===== src/design/ifr_regs.svh =====
// register codes, field positions, masks and reset values of the irq/frame register slice
`ifndef IFR_REGS_SVH
`define IFR_REGS_SVH

// ==========================================================
// command codes (word index on the bus, byte address = 4 x code)
`define IFR_CMDS_RD     8'h02
`define IFR_CMDS_WR     8'h82
`define IFR_STAT_RD     8'h03
`define IFR_STAT_WR     8'h83
`define IFR_EN_RD       8'h04
`define IFR_EN_WR       8'h84
`define IFR_DIS_RD      8'h05
`define IFR_DIS_WR      8'h85
`define IFR_FP_RD       8'h0d
`define IFR_FP_WR       8'h8d
`define IFR_FL_RD       8'h0e

// ==========================================================
// interrupt field positions
`define IFR_GATE_BIT    31
`define IFR_SO_BIT      0
`define IFR_FBEG_BIT    2
`define IFR_RD_BIT      3
`define IFR_FATAL_BIT   4
`define IFR_WRAP_BIT    5
`define IFR_HUB_BIT     6
`define IFR_EVT_MASK    32'h0000_007d
`define IFR_EN_MASK     32'h8000_007d
`define IFR_EN_RESET    32'h8000_0000
`define IFR_HCR_BIT     0

// ==========================================================
// frame period field positions and reset values
`define IFR_TOG_BIT     31
`define IFR_LPB_MSB     30
`define IFR_LPB_LSB     16
`define IFR_FP_MSB      13
`define IFR_FP_LSB      0
`define IFR_FP_MASK     32'hffff_3fff
`define IFR_FP_DEFAULT  14'h2edf
`define IFR_LPB_RESET   15'h0000

`endif


===== src/design/ifr_pkg.sv =====
// types shared by the irq/frame register slice
package ifr_pkg;

  // ==========================================================
  // decoded bus command
  typedef enum logic [3:0] {
    IFR_NONE, IFR_CMDS_W, IFR_STAT_R, IFR_STAT_W, IFR_EN_R, IFR_EN_W,
    IFR_DIS_R, IFR_DIS_W, IFR_FP_R, IFR_FP_W, IFR_FL_R
  } ifr_cmd_t;

  // bus answer phase
  typedef enum logic {IFR_BUS_IDLE, IFR_BUS_ANSWER} ifr_bus_t;

endpackage : ifr_pkg


===== src/design/ifr_top.sv =====
// interrupt enable/disable port and frame period register behind classic wishbone
//
// Summary of operation
// - a one written to the disable port clears that interrupt enable bit
// - zero bits written to the disable port leave enable bits unchanged
// - reading the disable port returns the current interrupt enable contents
// - disable port uses read code 05 and write code 85
// - a one at disable bit 31 clears the master gate; zero ignored
// - master gate reads set after hardware or software reset
// - disable bits 6,5,4 clear hub change, count wrap, fatal error enables
// - disable bits 3,2,0 clear resume, frame begin, overrun enables; bit 1 reserved
// - frame period register holds 14-bit bit-time period between frame starts
// - frame period register holds 15-bit largest packet budget
// - frame period register uses read code 0D and write code 8D
// - irq only while status bit, its enable and master gate are set
// - period field resets to 11999; host controller reset restores it
// - frame-left counter reloads period at zero, toggle copies period toggle
//
// Local design decision: the Wishbone register port.
`timescale 1ns/1ps
`include "ifr_regs.svh"

module ifr_top
  import ifr_pkg::*;
#(
  parameter int ADR_W = 12,
  parameter int FP_W  = 14,
  parameter int LPB_W = 15
) (
  input  wire logic             clk_i,
  input  wire logic             rst_i,
  input  wire logic [ADR_W-1:0] wb_adr_i,
  input  wire logic [31:0]      wb_dat_i,
  input  wire logic [3:0]       wb_sel_i,
  input  wire logic             wb_we_i,
  input  wire logic             wb_cyc_i,
  input  wire logic             wb_stb_i,
  output logic      [31:0]      wb_dat_o,
  output logic                  wb_ack_o,
  input  wire logic             hub_change_evt_i,
  input  wire logic             frame_count_wrap_evt_i,
  input  wire logic             fatal_system_error_evt_i,
  input  wire logic             resume_evt_i,
  input  wire logic             sched_overrun_evt_i,
  input  wire logic             bit_tick_i,
  input  wire logic             run_i,
  output logic                  irq_o,
  output logic                  frame_begin_o,
  output logic      [LPB_W-1:0] largest_packet_bits_o
);

  // ==========================================================
  // helper functions

  // byte enables widened to a bit mask
  function automatic logic [31:0] lane_mask(input logic [3:0] sel);
    logic [31:0] m;
    m = '0;
    for (int i = 0; i < 4; i++) begin
      m[i*8 +: 8] = {8{sel[i]}};
    end
    return m;
  endfunction : lane_mask

  // command code plus direction to decoded command
  function automatic ifr_cmd_t cmd_of(input logic [7:0] code,
                                      input logic       we);
    ifr_cmd_t c;
    c = IFR_NONE;
    if (we) begin
      unique case (code)
        `IFR_CMDS_WR: c = IFR_CMDS_W;
        `IFR_STAT_WR: c = IFR_STAT_W;
        `IFR_EN_WR:   c = IFR_EN_W;
        `IFR_DIS_WR:  c = IFR_DIS_W;
        `IFR_FP_WR:   c = IFR_FP_W;
        default:      c = IFR_NONE;
      endcase
    end else begin
      unique case (code)
        `IFR_STAT_RD: c = IFR_STAT_R;
        `IFR_EN_RD:   c = IFR_EN_R;
        `IFR_DIS_RD:  c = IFR_DIS_R;
        `IFR_FP_RD:   c = IFR_FP_R;
        `IFR_FL_RD:   c = IFR_FL_R;
        default:      c = IFR_NONE;
      endcase
    end
    return c;
  endfunction : cmd_of

  // ==========================================================
  // declarations

  ifr_bus_t          bus_r;
  ifr_bus_t          bus_nxt;
  ifr_cmd_t          cmd;
  logic              req;
  logic              commit;
  logic [31:0]       wbits;
  logic [31:0]       rd_nxt;
  logic [31:0]       en_r;
  logic [31:0]       stat_r;
  logic [31:0]       evt;
  logic [31:0]       stat_clr;
  logic              hc_reset_r;
  logic              irq_nxt;
  logic [FP_W-1:0]   period_r;
  logic [LPB_W-1:0]  budget_r;
  logic              toggle_r;
  logic [FP_W-1:0]   left_count;
  logic              left_toggle;
  logic              frame_wrap;
  logic [31:0]       lanes;
  logic [FP_W-1:0]   period_nxt;
  logic [LPB_W-1:0]  budget_nxt;

  // ==========================================================
  // wishbone slave

  // word index is the command code; upper address bits ignored
  assign req    = wb_cyc_i && wb_stb_i;
  assign cmd    = cmd_of(wb_adr_i[9:2], wb_we_i);
  assign lanes  = lane_mask(wb_sel_i);
  assign wbits  = wb_dat_i & lanes;

  // writes land on the edge where the master sees ack high
  // a request still held after its ack is answered again, so masters must drop stb
  assign commit = req && (bus_r == IFR_BUS_ANSWER);

  // two-phase answer: data prepared in idle, ack held one cycle
  always_comb begin
    bus_nxt = bus_r;
    unique case (bus_r)
      IFR_BUS_IDLE: begin
        if (req) begin
          bus_nxt = IFR_BUS_ANSWER;
        end
      end
      IFR_BUS_ANSWER: begin
        bus_nxt = IFR_BUS_IDLE;
      end
    endcase
  end

  // bus phase state
  always_ff @(posedge clk_i) begin
    if (rst_i) begin
      bus_r <= IFR_BUS_IDLE;
    end else begin
      bus_r <= bus_nxt;
    end
  end

  // ack straight from a flop, dropped after one cycle
  always_ff @(posedge clk_i) begin
    if (rst_i) begin
      wb_ack_o <= 1'b0;
    end else begin
      wb_ack_o <= (bus_nxt == IFR_BUS_ANSWER);
    end
  end

  // read data mux; unmapped codes read as zero
  // disable port is read unmasked; sel only qualifies writes
  always_comb begin
    rd_nxt = '0;
    unique case (cmd)
      IFR_STAT_R: rd_nxt = stat_r;
      IFR_EN_R:   rd_nxt = en_r;
      IFR_DIS_R:  rd_nxt = en_r;
      IFR_FP_R: begin
        rd_nxt[`IFR_TOG_BIT]               = toggle_r;
        rd_nxt[`IFR_LPB_MSB:`IFR_LPB_LSB]  = budget_r;
        rd_nxt[`IFR_FP_MSB:`IFR_FP_LSB]    = period_r;
      end
      IFR_FL_R: begin
        rd_nxt[`IFR_TOG_BIT]               = left_toggle;
        rd_nxt[`IFR_FP_MSB:`IFR_FP_LSB]    = left_count;
      end
      default:    rd_nxt = '0;
    endcase
  end

  // read data latched while ack is raised, zero otherwise
  always_ff @(posedge clk_i) begin
    if (rst_i) begin
      wb_dat_o <= '0;
    end else if (req && bus_r == IFR_BUS_IDLE) begin
      wb_dat_o <= rd_nxt;
    end else begin
      wb_dat_o <= '0;
    end
  end

  // ==========================================================
  // host controller reset command

  // one-cycle self-clearing pulse, reads back as zero
  // budget and toggle survive it; the driver reloads a saved period itself
  always_ff @(posedge clk_i) begin
    if (rst_i) begin
      hc_reset_r <= 1'b0;
    end else begin
      hc_reset_r <= commit && cmd == IFR_CMDS_W && wbits[`IFR_HCR_BIT];
    end
  end

  // ==========================================================
  // interrupt enable with set port and clear port

  // set port ors bits in, disable port clears them; reserved stay zero
  // both ports never commit together: one request per answer
  always_ff @(posedge clk_i) begin
    if (rst_i) begin
      en_r <= `IFR_EN_RESET;
    end else if (hc_reset_r) begin
      en_r <= `IFR_EN_RESET;
    end else if (commit && cmd == IFR_EN_W) begin
      en_r <= en_r | (wbits & `IFR_EN_MASK);
    end else if (commit && cmd == IFR_DIS_W) begin
      // ones clear, zeros keep, bit 1 and 30..7 untouched
      en_r <= en_r & ~(wbits & `IFR_EN_MASK);
    end
  end

  // ==========================================================
  // sticky event status, write one to clear

  // events collected at their status positions
  always_comb begin
    evt                 = '0;
    evt[`IFR_SO_BIT]    = sched_overrun_evt_i;
    evt[`IFR_FBEG_BIT]  = frame_wrap;
    evt[`IFR_RD_BIT]    = resume_evt_i;
    evt[`IFR_FATAL_BIT] = fatal_system_error_evt_i;
    evt[`IFR_WRAP_BIT]  = frame_count_wrap_evt_i;
    evt[`IFR_HUB_BIT]   = hub_change_evt_i;
  end

  // clear port reaches only the event positions
  assign stat_clr = (commit && cmd == IFR_STAT_W) ? (wbits & `IFR_EVT_MASK) : '0;

  // a set arriving with its own clear wins, so no event is lost
  always_ff @(posedge clk_i) begin
    if (rst_i) begin
      stat_r <= '0;
    end else if (hc_reset_r) begin
      stat_r <= evt;
    end else begin
      stat_r <= (stat_r & ~stat_clr) | evt;
    end
  end

  // ==========================================================
  // interrupt request

  // needs status, matching enable and the master gate together
  // bit 1 and the reserved range can never raise the request
  assign irq_nxt = en_r[`IFR_GATE_BIT] && |(stat_r & en_r & `IFR_EVT_MASK);

  // registered level; one cycle behind the status flops
  always_ff @(posedge clk_i) begin
    if (rst_i) begin
      irq_o <= 1'b0;
    end else begin
      irq_o <= irq_nxt;
    end
  end

  // ==========================================================
  // frame period register

  // merge written byte lanes into the held fields; reserved 15..14 never stored
  always_comb begin
    period_nxt = (period_r & ~lanes[`IFR_FP_MSB:`IFR_FP_LSB]) | wbits[`IFR_FP_MSB:`IFR_FP_LSB];
    budget_nxt = (budget_r & ~lanes[`IFR_LPB_MSB:`IFR_LPB_LSB]) | wbits[`IFR_LPB_MSB:`IFR_LPB_LSB];
  end

  // period field, default restored by the controller reset command
  always_ff @(posedge clk_i) begin
    if (rst_i) begin
      period_r <= `IFR_FP_DEFAULT;
    end else if (hc_reset_r) begin
      period_r <= `IFR_FP_DEFAULT;
    end else if (commit && cmd == IFR_FP_W) begin
      // rewritable at any time, so a driver may trim each frame
      period_r <= period_nxt;
    end
  end

  // packet budget and update toggle keep their values over the reset command
  always_ff @(posedge clk_i) begin
    if (rst_i) begin
      budget_r <= `IFR_LPB_RESET;
      toggle_r <= 1'b0;
    end else if (commit && cmd == IFR_FP_W) begin
      budget_r <= budget_nxt;
      if (wb_sel_i[3]) begin
        toggle_r <= wbits[`IFR_TOG_BIT];
      end
    end
  end

  // budget exported to the scheduler
  always_ff @(posedge clk_i) begin
    if (rst_i) begin
      largest_packet_bits_o <= `IFR_LPB_RESET;
    end else begin
      largest_packet_bits_o <= budget_r;
    end
  end

  // ==========================================================
  // frame-left counter

  // ticks are ignored while not operational, so the count is held
  ifr_frame_left #(
    .W (FP_W)
  ) u_frame_left (
    .clk_i           (clk_i),
    .rst_i           (rst_i),
    .run_i           (run_i),
    .bit_tick_i      (bit_tick_i),
    .period_i        (period_r),
    .period_toggle_i (toggle_r),
    .count_o         (left_count),
    .toggle_o        (left_toggle),
    .wrap_o          (frame_wrap)
  );

  // frame start strobe, one cycle, a cycle after the wrap
  always_ff @(posedge clk_i) begin
    if (rst_i) begin
      frame_begin_o <= 1'b0;
    end else begin
      frame_begin_o <= frame_wrap;
    end
  end

endmodule : ifr_top


===== src/design/ifr_frame_left.sv =====
// frame-left down-counter with toggle copy and frame wrap pulse
`timescale 1ns/1ps
`include "ifr_regs.svh"

module ifr_frame_left
  import ifr_pkg::*;
#(
  parameter int W = 14
) (
  input  wire logic         clk_i,
  input  wire logic         rst_i,
  input  wire logic         run_i,
  input  wire logic         bit_tick_i,
  input  wire logic [W-1:0] period_i,
  input  wire logic         period_toggle_i,
  output logic      [W-1:0] count_o,
  output logic              toggle_o,
  output logic              wrap_o
);

  logic run_q_r;

  // run edge tracking, reload happens when operation starts
  always_ff @(posedge clk_i) begin
    if (rst_i) begin
      run_q_r <= 1'b0;
    end else begin
      run_q_r <= run_i;
    end
  end

  // count down once per bit time, reload at zero
  always_ff @(posedge clk_i) begin
    if (rst_i) begin
      count_o  <= '0;
      toggle_o <= 1'b0;
      wrap_o   <= 1'b0;
    end else begin
      wrap_o <= 1'b0;
      if (run_i && !run_q_r) begin
        count_o <= period_i;
      end else if (run_i && bit_tick_i) begin
        if (count_o == '0) begin
          count_o  <= period_i;
          toggle_o <= period_toggle_i;
          wrap_o   <= 1'b1;
        end else begin
          count_o <= count_o - 1'b1;
        end
      end
    end
  end

endmodule : ifr_frame_left


===== config.mk =====
export PLATFORM = sky130hd
export DESIGN_NAME = ifr_top
export DESIGN_NICKNAME = d
export VERILOG_FILES = /design/src/design/ifr_pkg.sv /design/src/design/ifr_top.sv /design/src/design/ifr_frame_left.sv
export VERILOG_INCLUDE_DIRS = /design/src /design/src/design
export SDC_FILE = /design/constraint.sdc
export NUM_CORES = 1
export LEC_CHECK = 0
export BUFFER_PORTS_ARGS = -buffer_cell sky130_fd_sc_hd__buf_2
export CAP_MARGIN = 10
export CORE_ASPECT_RATIO = 0.75
export CORE_MARGIN = 2
export CORE_UTILIZATION = 50
export DETAILED_ROUTE_END_ITERATION = 10
export HOLD_SLACK_MARGIN = 0.15
export PLACE_DENSITY = 0.81
export SLEW_MARGIN = 20
export SYNTH_ARGS = -nofsm -noshare
export SYNTH_HDL_FRONTEND = slang
export SYNTH_HIERARCHICAL = 1
export SYNTH_SLANG_ARGS = --single-unit

===== constraint.sdc =====
create_clock -name clk_i -period 4.5 [get_ports clk_i]
set_input_delay 0.225 -clock clk_i [delete_from_list [all_inputs] [get_ports clk_i]]
set_output_delay 0.225 -clock clk_i [all_outputs]
set_load 0.1 [all_outputs]

==> impl_metrics.csv, run 1 <==
group,metric,value,unit
run_status,status,"finished clean",
setup_path,critical_path_class,"register to register",
cts,holdBufCountCts,19,
die,fp.coreArea,0.009159,sq mm
power,p_leak,2.447,nW
synth,synth_area_leaders,"dfxtp_1, a21oi_1, nand2_1",
synth,synth_top_area_share,45.75,%
synth,synth_edf_count,0,
layout,fin_util,62.92,%
detailed_routing,drc,0,
place,place.port_buffers,101,
global_routing,antenna_found_initial,0,
cts,post_cts_resized,0,
synth,synth_compound_gate_area_share,18.36,%
global_routing,grt_overflow,0,
layout,area_delta_synth_final,20.83,%
detailed_routing,drt_wl_total,13.61,mm
place,globalplace.congestion,0.9149,
die,dieWidth,116.8,um
layout,multi_input_area,0.002372,sq mm
synth,yosysWarnings,6,
timing,skew,0.004327,ns
worst_hold_path,holdPathEnd,"toggle_r",
die,die_h,88.59,um
cts,clk_pin_slew,0.07,ns
cts,h-tree-depth,3,
synth,synthSimpleGateAreaFrac,28.75,%
setup_path,r2r_setup_slack,1.89,ns
detailed_routing,route.met2.wl,6.436,mm
detailed_routing,vias_per_cell,5.964,
setup_path,endpoint_kind,"register",
synth,ys_types,64,
power,comb_power_share,12.0,%
detailed_routing,drt-pass1-iter-count,8,
timing,tightest_slew,1.150,ns
synth,async_flop_share,0,%
power,powerDensity,352.2,mW/mm^2
power,clkPwrFrac,38.0,%
setup_path,cp.arrival,2.84,ns
setup_path,r2r_start,"u_frame_left/count_o[0]",
synth,synth_top_family_by_area,"simple AND/OR/NAND/NOR gates",
worst_hold_path,hold_class,"input port to register",
timing,slew_headroom,22.64,%
timing,rsz0062_at_grt,"no",
synth,yosys.area.top_type,"dfxtp_1",
die,rows,30,
synth,seq_area_frac_synth,45.75,%
setup_path,reg2regPathDepth,7,
layout,nFillCells,836,
synth,synth-main-ff-cell,"dfxtp_1",
global_routing,grt_pass1_wl,21.13,mm
die,initial_utilization,52.08,%
synth,synth_area,0.004770,sq mm
cts,post-cts-setup-buffer-count,0,
worst_hold_path,hold_path_depth,3,
timing,layout_min_cycle_time,2.613,ns
layout,diodes,0,
global_routing,grt_usage,26.53,%
cts,cts_root_buf,"clkbuf_16",
detailed_routing,antenna_left,0,
detailed_routing,m1WireLength,5.766,mm
cts,clk_latency,0.35,ns
die,die_area,0.01034,sq mm
place,placedCellCount,747,
synth,post_synth_mux_area_share,1.469,%
synth,synth_area_per_cell,8.656,sq um
global_routing,grt_pass1_vias,4298,
timing,fmax,0.3827,GHz
detailed_routing,num_vias,4652,
cts,numClockSinks,109,
worst_hold_path,hp-start,"wb_dat_i[31]",
detailed_routing,top_layer,"met4",
timing,period_share,58.06,%
power,pwr-share-seq,50.1,%
detailed_routing,first_iter_violations,459,
flow_run,maxCapViolations,0,
setup_path,cp_max_fo,16,
timing,finalHoldViolCount,0,
setup_path,critPathLaunchType,"register",
timing,setup_viol,0,
layout,seq_area,0.002182,sq mm
power,p_sw,0.5115,mW
layout,instances_no_fill,780,
timing,tns,0,ns
cts,clock_path_buffers,2,
setup_path,r2r_end,"u_frame_left/count_o[2]",
die,ioPinCount,110,
synth,synth_adder_area_share,0.2623,%
synth,synth-seq-cells,109,
global_routing,grt_max_degree,37,
cts,cts_buffers,9,
timing,slew_viol_final,0,
layout,drive_gt1_share,21.01,%
power,p_sw_share,25.20,%
power,p_int,1.518,mW
setup_path,crit_required,4.72,ns
layout,design.final.nets,710,
place,dp_hpwl,9.261,mm
detailed_routing,wl_met3,1.238,mm
synth,syn_inst,551,
cts,cts_tree,"built",
power,ir_drop,0.2429,mV
synth,yosys.area_share.xor_xnor,0.5509,%
detailed_routing,routedWlPerCell,17.45,um
==> cell type report <==
class | count | area share (%)
Clock buffer | 12 | 4.277
Timing Repair Buffer | 125 | 12.72
Inverter | 9 | 0.5862
Multi-Input combinational cell | 395 | 41.16
Clock inverter | 2 | 0.6079
Tap cell | 128 | 2.779
Sequential cell | 109 | 37.86
==> layout by cell type, fill, tap and decap left out, types with 4 or more instances in the layout <==
master         count
a21oi_1           55
nor3_1            16
dlygate4sd3_1     19
clkbuf_16          9
and3_1             4
nand2b_1           6
nand2_1           63
nand3_1           46
a31oi_1            6
buf_4              5
buf_2            101
nand4b_1           8
and2_1            17
nor2_1            27
nor4_1             8
nand4_1            5
a21o_1            13
mux2i_1            7
nand3b_1           9
inv_1              9
o21ai_0           12
a31o_2             5
a32oi_1            6
a311oi_1           5
dfxtp_1          109
a211oi_1           4
nor2b_1           23
==> power by group through the flow <==
stage / clock [mW] / combinational [mW] / sequential, mW
final: 0.771 / 0.243 / 1.02
after CTS: 0.781 / 0.235 / 1.01
after global routing: 0.823 / 0.263 / 1.02
after floorplan: 0 / 0.165 / 1.03
after detailed placement: 0 / 0.221 / 1.04
after global placement: 0 / 0.214 / 1.03
==> metrics by stage <==
| step | hold slack [ns] | power (mW) | area, sq um | setup slack (ns) |
|---|---|---|---|---|
| global route | 0.1572 | 2.105 | 5763 | 1.661 |
| finish | 0.1622 | 2.030 | 5763 | 1.887 |
| global placement | 0.4434 | 1.249 | 5291 | 1.966 |
| CTS | 0.1531 | 2.031 | 5763 | 1.924 |
| detailed placement | 0.4448 | 1.257 | 5291 | 1.928 |
| floorplan | 0.3501 | 1.193 | 4773 | 2.274 |
==> worst max path at each step <==
stage	slack, ns	start	to	cells past startpoint
2_1_floorplan	2.27	wb_ack_o	stat_r[3]	6
3_3_place_gp	1.97	u_frame_left/count_o[0]	u_frame_left/count_o[1]	7
3_5_place_dp	1.93	u_frame_left/count_o[0]	u_frame_left/count_o[11]	7
4_1_cts	1.92	u_frame_left/count_o[0]	u_frame_left/count_o[1]	7
5_1_grt	1.66	u_frame_left/count_o[0]	u_frame_left/count_o[1]	7
6_report	1.89	u_frame_left/count_o[0]	u_frame_left/count_o[2]	7
==> synth_stat cells (6+ instances only) <==
master	number
inv_1	9
nor2_1	27
a21oi_1	55
mux2i_1	7
clkbuf_1	22
nand4b_1	8
a32oi_1	6
nand2b_1	6
nor2b_1	23
and2_1	17
nand2_1	63
a21o_1	13
a31oi_1	6
nor3_1	16
nand3_1	46
buf_2	10
nand3b_1	9
o21ai_0	12
nor4_1	8
dfxtp_1	109
==> routing by layer <==
metal  up-vias  track usage (%)
met5         -                0
met4         0            6.952
met3        30            6.644
met2       264            43.56
met1      2182            35.28
li1       2176                -
==> cell families after synthesis <==
kind of cell | Yosys count
AND/OR/NAND/NOR | 252
AO/OA/AOI/OAI | 130
flip-flops | 109
buffers and inverters | 48
multiplexers | 7
XOR/XNOR | 3
adder cells (fa/ha/maj) | 1
other | 1
==> critical path: stages (launching register included) <==
cell      delay, ns
dfxtp_1        0.38
inv_1          0.08
ha_1           0.21
or4b_1         0.62
o41ai_4        0.76
nor4_1         0.14
a221oi_2       0.23
nor2_1         0.07
Power figures use the tool's default switching activity.
==> inputs of run 2 (changes only) <==
ABC_AREA = 1   (was unset)
CORE_UTILIZATION = 49   (was 50)
PLACE_DENSITY = 0.82   (was 0.81)
clock period = 2.2 ns   (was 4.5 ns; I/O delays follow)
==> run 2 against run 1 <==
Effect of this change: sequential power rose by 100%; clock power is 110% higher; non-clock buffer count rose by 22; power increased by 110%; sequential share of layout area down 3.1 points; largest power group unchanged; highest routed layer unchanged.
==> impl_metrics.csv, run 2 <==
group,metric,value,unit
cts,clk_pin_slew,0.07,ns
synth,synth_area_leaders,"dfxtp_1, nand2_1, nor2_1",
global_routing,grt_max_degree,29,
power,powerDensity,672.6,mW/mm^2
cts,holdBufCountCts,40,
detailed_routing,routedWlPerCell,12.65,um
synth,post_synth_mux_area_share,0,%
worst_hold_path,hold_class,"input port to register",
setup_path,r2r_setup_slack,0.22,ns
cts,clock_path_buffers,2,
layout,diodes,0,
setup_path,cp.arrival,2.27,ns
synth,syn_inst,713,
die,ioPinCount,110,
detailed_routing,first_iter_violations,418,
power,p_leak,3.118,nW
synth,yosysMostFrequentCell,"nand2_1",
timing,layout_min_cycle_time,1.980,ns
detailed_routing,vias_per_cell,4.897,
detailed_routing,num_vias,4838,
place,dp_slack,0.4805,ns
synth,seq_area_frac_synth,43.56,%
timing,setup_viol,0,
die,dieWidth,120.8,um
layout,final_common_cell,"nand2_1",
synth,yosys.area_share.xor_xnor,0.5245,%
timing,finalHoldViolCount,0,
cts,cts_root_buf,"clkbuf_16",
synth,ys_types,37,
timing,fmax,0.5051,GHz
synth,synth_area_per_cell,7.026,sq um
synth,synthTopCellsByCount,"nand2_1, dfxtp_1, nor2_1",
setup_path,cp_max_fo,9,
synth,yosysWarnings,6,
synth,synth-main-ff-cell,"dfxtp_1",
timing,rsz0062_at_grt,"no",
cts,post_cts_resized,0,
setup_path,endpoint_kind,"register",
run_status,status,"finished clean",
detailed_routing,antenna_left,0,
global_routing,grt_overflow,0,
place,place.port_buffers,101,
setup_path,crit_required,2.49,ns
timing,skew,0.008610,ns
synth,async_flop_share,0,%
die,die_area,0.01106,sq mm
place,globalplace.congestion,0.9323,
synth,synth_compound_gate_area_share,7.443,%
timing,slew_headroom,62.17,%
layout,design.final.nets,912,
layout,drive_gt1_share,20.21,%
detailed_routing,drc,0,
global_routing,grt_usage,22.89,%
synth,synth_adder_area_share,0.2498,%
synth,yosys.area.top_type,"dfxtp_1",
timing,tightest_slew,0.5653,ns
synth,synthSimpleGateAreaFrac,36.51,%
place,dp_hpwl,8.564,mm
cts,cts_tree,"built",
die,fp.coreArea,0.009813,sq mm
die,die_h,91.57,um
detailed_routing,drt-pass1-iter-count,5,
setup_path,critPathLaunchType,"register",
cts,clk_latency,0.35,ns
synth,synth-seq-cells,109,
detailed_routing,drt_wl_total,12.50,mm
synth,synth_edf_count,0,
synth,synth_area,0.005010,sq mm
die,rows,31,
setup_path,critical_path_class,"register to register",
timing,tns,0,ns
global_routing,grt_pass1_wl,20.29,mm
cts,post-cts-setup-buffer-count,0,
cts,h-tree-depth,3,
power,ir_drop,0.4151,mV
synth,synth_top_family_by_area,"simple AND/OR/NAND/NOR gates",
global_routing,antenna_found_initial,0,
layout,mostFrequentLayoutCells,"nand2_1, dfxtp_1, buf_2",
timing,whs,0.1543,ns
die,initial_utilization,51.05,%
layout,area_delta_synth_final,25.20,%
cts,numClockSinks,109,
global_routing,grt_pass1_vias,4312,
cts,cts_buffers,9,
timing,period_share,89.99,%
synth,synth_top_area_share,43.56,%
timing,slew_viol_final,0,
flow_run,maxCapViolations,0,
timing,setup_slack,0.2203,ns
==> run 2: cell types whose count changed after synthesis, sizes merged, moves of 9 or more <==
cell / change
a21oi: -27
o21ai: +14
clkbuf: -12
nor2: +92
nor3: -13
nor2b: -23
nand2: +145
and2: -17
nand4: +19
a21o: -13
nor4: -9
inv: +102
==> run 2: worst paths after layout <==
kind / cells past startpoint / to / from
worst max register to register: 9 / register / wb_ack_o
worst min register to register: 2 / frame_begin_o / u_frame_left/wrap_o
worst min-delay path: 3 / register / wb_dat_i[2]
worst max-delay path: 9 / register / wb_ack_o
==> run 2: critical path: stages, from the launching register on <==
cell           delay, ns
dfxtp_1             0.36
nand3_1             0.14
inv_1               0.11
nand2_1             0.09
inv_2               0.14
nand2_2             0.15
inv_2               0.16
nand2_1             0.07
a21oi_1             0.14
dlygate4sd3_1       0.56
==> run 2: cell families after synthesis <==
| group | Yosys count |
|---|---|
| buf+inv | 132 |
| simple gates | 401 |
| flops | 109 |
| other cells | 1 |
| fa+ha+maj | 1 |
| compound gates | 66 |
| xor+xnor | 3 |
==> run 2: metrics by stage <==
step                std cells  instance area [sq um]  utilization, %  power (mW)
detailed placement        931                   5563           56.69       2.572
floorplan                 714                   5014               -       2.448
global route              988                   6272           63.92       4.381
finish                    988                   6272           63.92       4.218
global placement          931                   5563           56.69       2.562
CTS                       987                   6262           63.81       4.236
==> run 2: cell type report <==
class | count | area (sq um)
clock buffers | 10 | 229.0
inverters | 111 | 424.2
multi-input cells | 473 | 2248
fillers | 875 | 3541
repair buffers | 147 | 953.4
flip-flops and latches | 109 | 2182
well taps | 132 | 165.2
clock inverters | 6 | 70.07
==> run 2: per-layer routing <==
| layer | GRT usage [%] | share of wire, % | routed length, um |
|---|---|---|---|
| met5 | 0 | 0 | 0 |
| met2 | 35.50 | 46 | 5701 |
| met4 | 6.977 | 1.6 | 197 |
| met1 | 31.29 | 45 | 5678 |
| met3 | 5.842 | 7.4 | 921 |
==> run 2: where the power goes <==
group | internal [mW] | switching (mW)
Combinational | 0.202 | 0.328
Clock | 0.896 | 0.738
Sequential | 2.01 | 0.0458
Total | 3.11 | 1.11
==> inputs of run 3 (changes only) <==
SYNTH_HIERARCHICAL = unset   (was 1)
==> run 3 against run 2 <==
Effect of this change: highest routed layer unchanged; setup slack got worse by 0.069 ns; largest cell class unchanged; via count decreased by 2.0%; largest power group unchanged; sequential power about the same; wire length decreased by 0.17%; non-clock buffer count increased by 8; area after synthesis decreased by 1.6%; power increased by 0.84%; cell count decreased by 3.4%; hold slack improved by 0.0092 ns.
==> impl_metrics.csv, run 3 <==
group,metric,value,unit
run_status,status,"finished clean",
layout,mostFrequentLayoutCells,"nand2_1, dfxtp_1, buf_2",
setup_path,r2r_start,"wb_ack_o",
worst_hold_path,hold_class,"input port to register",
synth,yosysMostFrequentCell,"nand2_1",
layout,final_common_cell,"nand2_1",
setup_path,cp_max_fo,4,
global_routing,grt_pass1_vias,4442,
cts,h-tree-depth,3,
timing,layout_min_cycle_time,2.048,ns
timing,finalHoldViolCount,0,
timing,slew_headroom,62.83,%
die,ioPinCount,110,
synth,seq_area_frac_synth,44.26,%
setup_path,critical_path_class,"register to register",
synth,ys_types,42,
synth,synth-main-ff-cell,"dfxtp_1",
setup_path,reg2regPathDepth,9,
power,power.total,4.254,mW
timing,setup_viol,0,
die,dieWidth,119.8,um
synth,synth_top_area_share,44.26,%
global_routing,grt_max_degree,38,
layout,seq_area,0.002182,sq mm
synth,syn_inst,665,
detailed_routing,drc,0,
synth,synthTopCellsByCount,"nand2_1, dfxtp_1, inv_1",
synth,yosys.area.top_type,"dfxtp_1",
die,fp.coreArea,0.009736,sq mm
layout,design.final.nets,876,
power,ir_drop,0.3695,mV
die,die_h,90.87,um
place,globalplace.congestion,0.9068,
setup_path,crit_required,2.48,ns
synth,yosysWarnings,0,
setup_path,cp.arrival,2.33,ns
setup_path,r2r_setup_slack,0.15,ns
timing,whs,0.1635,ns
layout,multi_input_area,0.002245,sq mm
synth,async_flop_share,0,%
global_routing,grt_overflow,0,
timing,tightest_slew,0.5532,ns
power,p_leak,3.103,nW
place,place.port_buffers,101,
layout,drive_gt1_share,22.80,%
cts,cts_tree,"built",
worst_hold_path,hp-start,"wb_sel_i[2]",
layout,nFillCells,817,
timing,period_share,93.11,%
synth,synth_area,0.004930,sq mm
die,die_area,0.01089,sq mm
cts,cts_buffers,9,
synth,synth_area_per_cell,7.413,sq um
cts,cts_root_buf,"clkbuf_16",
global_routing,grt_usage,24.02,%
detailed_routing,num_vias,4739,
timing,slew_viol_final,0,
timing,rsz0062_at_grt,"no",
power,powerDensity,669.3,mW/mm^2
place,dp_hpwl,8.515,mm
cts,clk_pin_slew,0.08,ns
die,initial_utilization,50.64,%
detailed_routing,first_iter_violations,441,
detailed_routing,antenna_left,0,
detailed_routing,drt-pass1-iter-count,5,
detailed_routing,drt_wl_total,12.48,mm
flow_run,maxCapViolations,0,
detailed_routing,routedWlPerCell,13.08,um
die,rows,31,
cts,numClockSinks,109,
cts,clock_path_buffers,2,
synth,synth-seq-cells,109,
timing,skew,0.008017,ns
detailed_routing,vias_per_cell,4.968,
global_routing,grt_pass1_wl,21.11,mm
worst_hold_path,hold_path_depth,4,
layout,area_delta_synth_final,28.93,%
global_routing,antenna_found_initial,0,
timing,fmax,0.4882,GHz
setup_path,endpoint_kind,"register",
timing,tns,0,ns
synth,synth_area_leaders,"dfxtp_1, nand2_1, inv_1",
layout,fin_util,65.29,%
setup_path,critPathLaunchType,"register",
synth,synth_edf_count,0,
cts,clk_latency,0.35,ns
## run 3: cell count changes after synthesis, moves of 5 or more
cell     previous run  this run
nand2_1           194       160
nand2_4             4         9
nand4_1            24        10
nor2_1            100        72
nor3_1              4        10
o22ai_1             0         8
## run 3: critical path, stage by stage, from the launching register on
cell	delay [ns]
dfxtp_1	0.42
inv_1	0.07
nor2_2	0.18
nand3_1	0.11
inv_2	0.14
nand2_1	0.15
clkinvlp_4	0.14
nand2_1	0.09
nand3_1	0.08
dlygate4sd3_1	0.59
## run 3: power by group
group	switching, mW	total [mW]	leakage [nW]	internal, mW
registers	0.0356	2.04	0.884	2.01
clock network	0.775	1.71	0.151	0.939
logic	0.300	0.498	2.07	0.198
total	1.11	4.25	3.10	3.14
## run 3: cell type report
type	count	share of cell area (%)
well taps	132	2.598
clock inverters	6	1.240
diodes	2	0.07874
repair buffers	155	16.14
clock buffers	10	3.760
inverters	108	6.535
multi-input cells	432	35.31
flip-flops and latches	109	34.33
## run 3: how the worst max path moves through the flow
stage | start | end | depth (start not counted)
2_1_floorplan | wb_ack_o | register | 6
3_3_place_gp | u_frame_left.count_o[0] | u_frame_left.count_o[0] | 11
3_5_place_dp | u_frame_left.count_o[0] | u_frame_left.count_o[10] | 11
4_1_cts | wb_ack_o | register | 9
5_1_grt | wb_ack_o | register | 9
6_report | wb_ack_o | register | 9
## run 3: logic make-up after synthesis
group           after synthesis  synth area share [%]
compound gates               82                 9.493
buf+inv                     125                 10.33
xor+xnor                      8                 1.421
fa+ha+maj                     1                0.2538
simple gates                339                 34.16
flops                       109                 44.26
other cells                   1               0.07607
## run 3: metal layers
metal | up-vias | track usage [%] | wire, um
li1 | 2372 | - | -
met4 | 0 | 8.627 | 354
met2 | 188 | 38.90 | 5788
met5 | - | 0 | 0
met1 | 2142 | 31.75 | 5558
met3 | 37 | 4.924 | 775
## run 3: what timing repair did
item | in CTS | in global routing
endpoints found under the setup margin | 0 | 4
resized for setup | 0 | 2
buffers inserted | 0 | 3
hold buffers | 46 | 0
endpoints found under the hold margin | 43 | 0
## run 3: metrics by stage
stage | worst slack [ns] | cells | instance area (sq um)
after floorplan | 0.2425 | 666 | 4933
after global placement | 0.3434 | 887 | 5544
after detailed placement | 0.3166 | 887 | 5544
after CTS | 0.1113 | 949 | 6322
after global routing | 0.04327 | 952 | 6351
final | 0.1515 | 954 | 6356
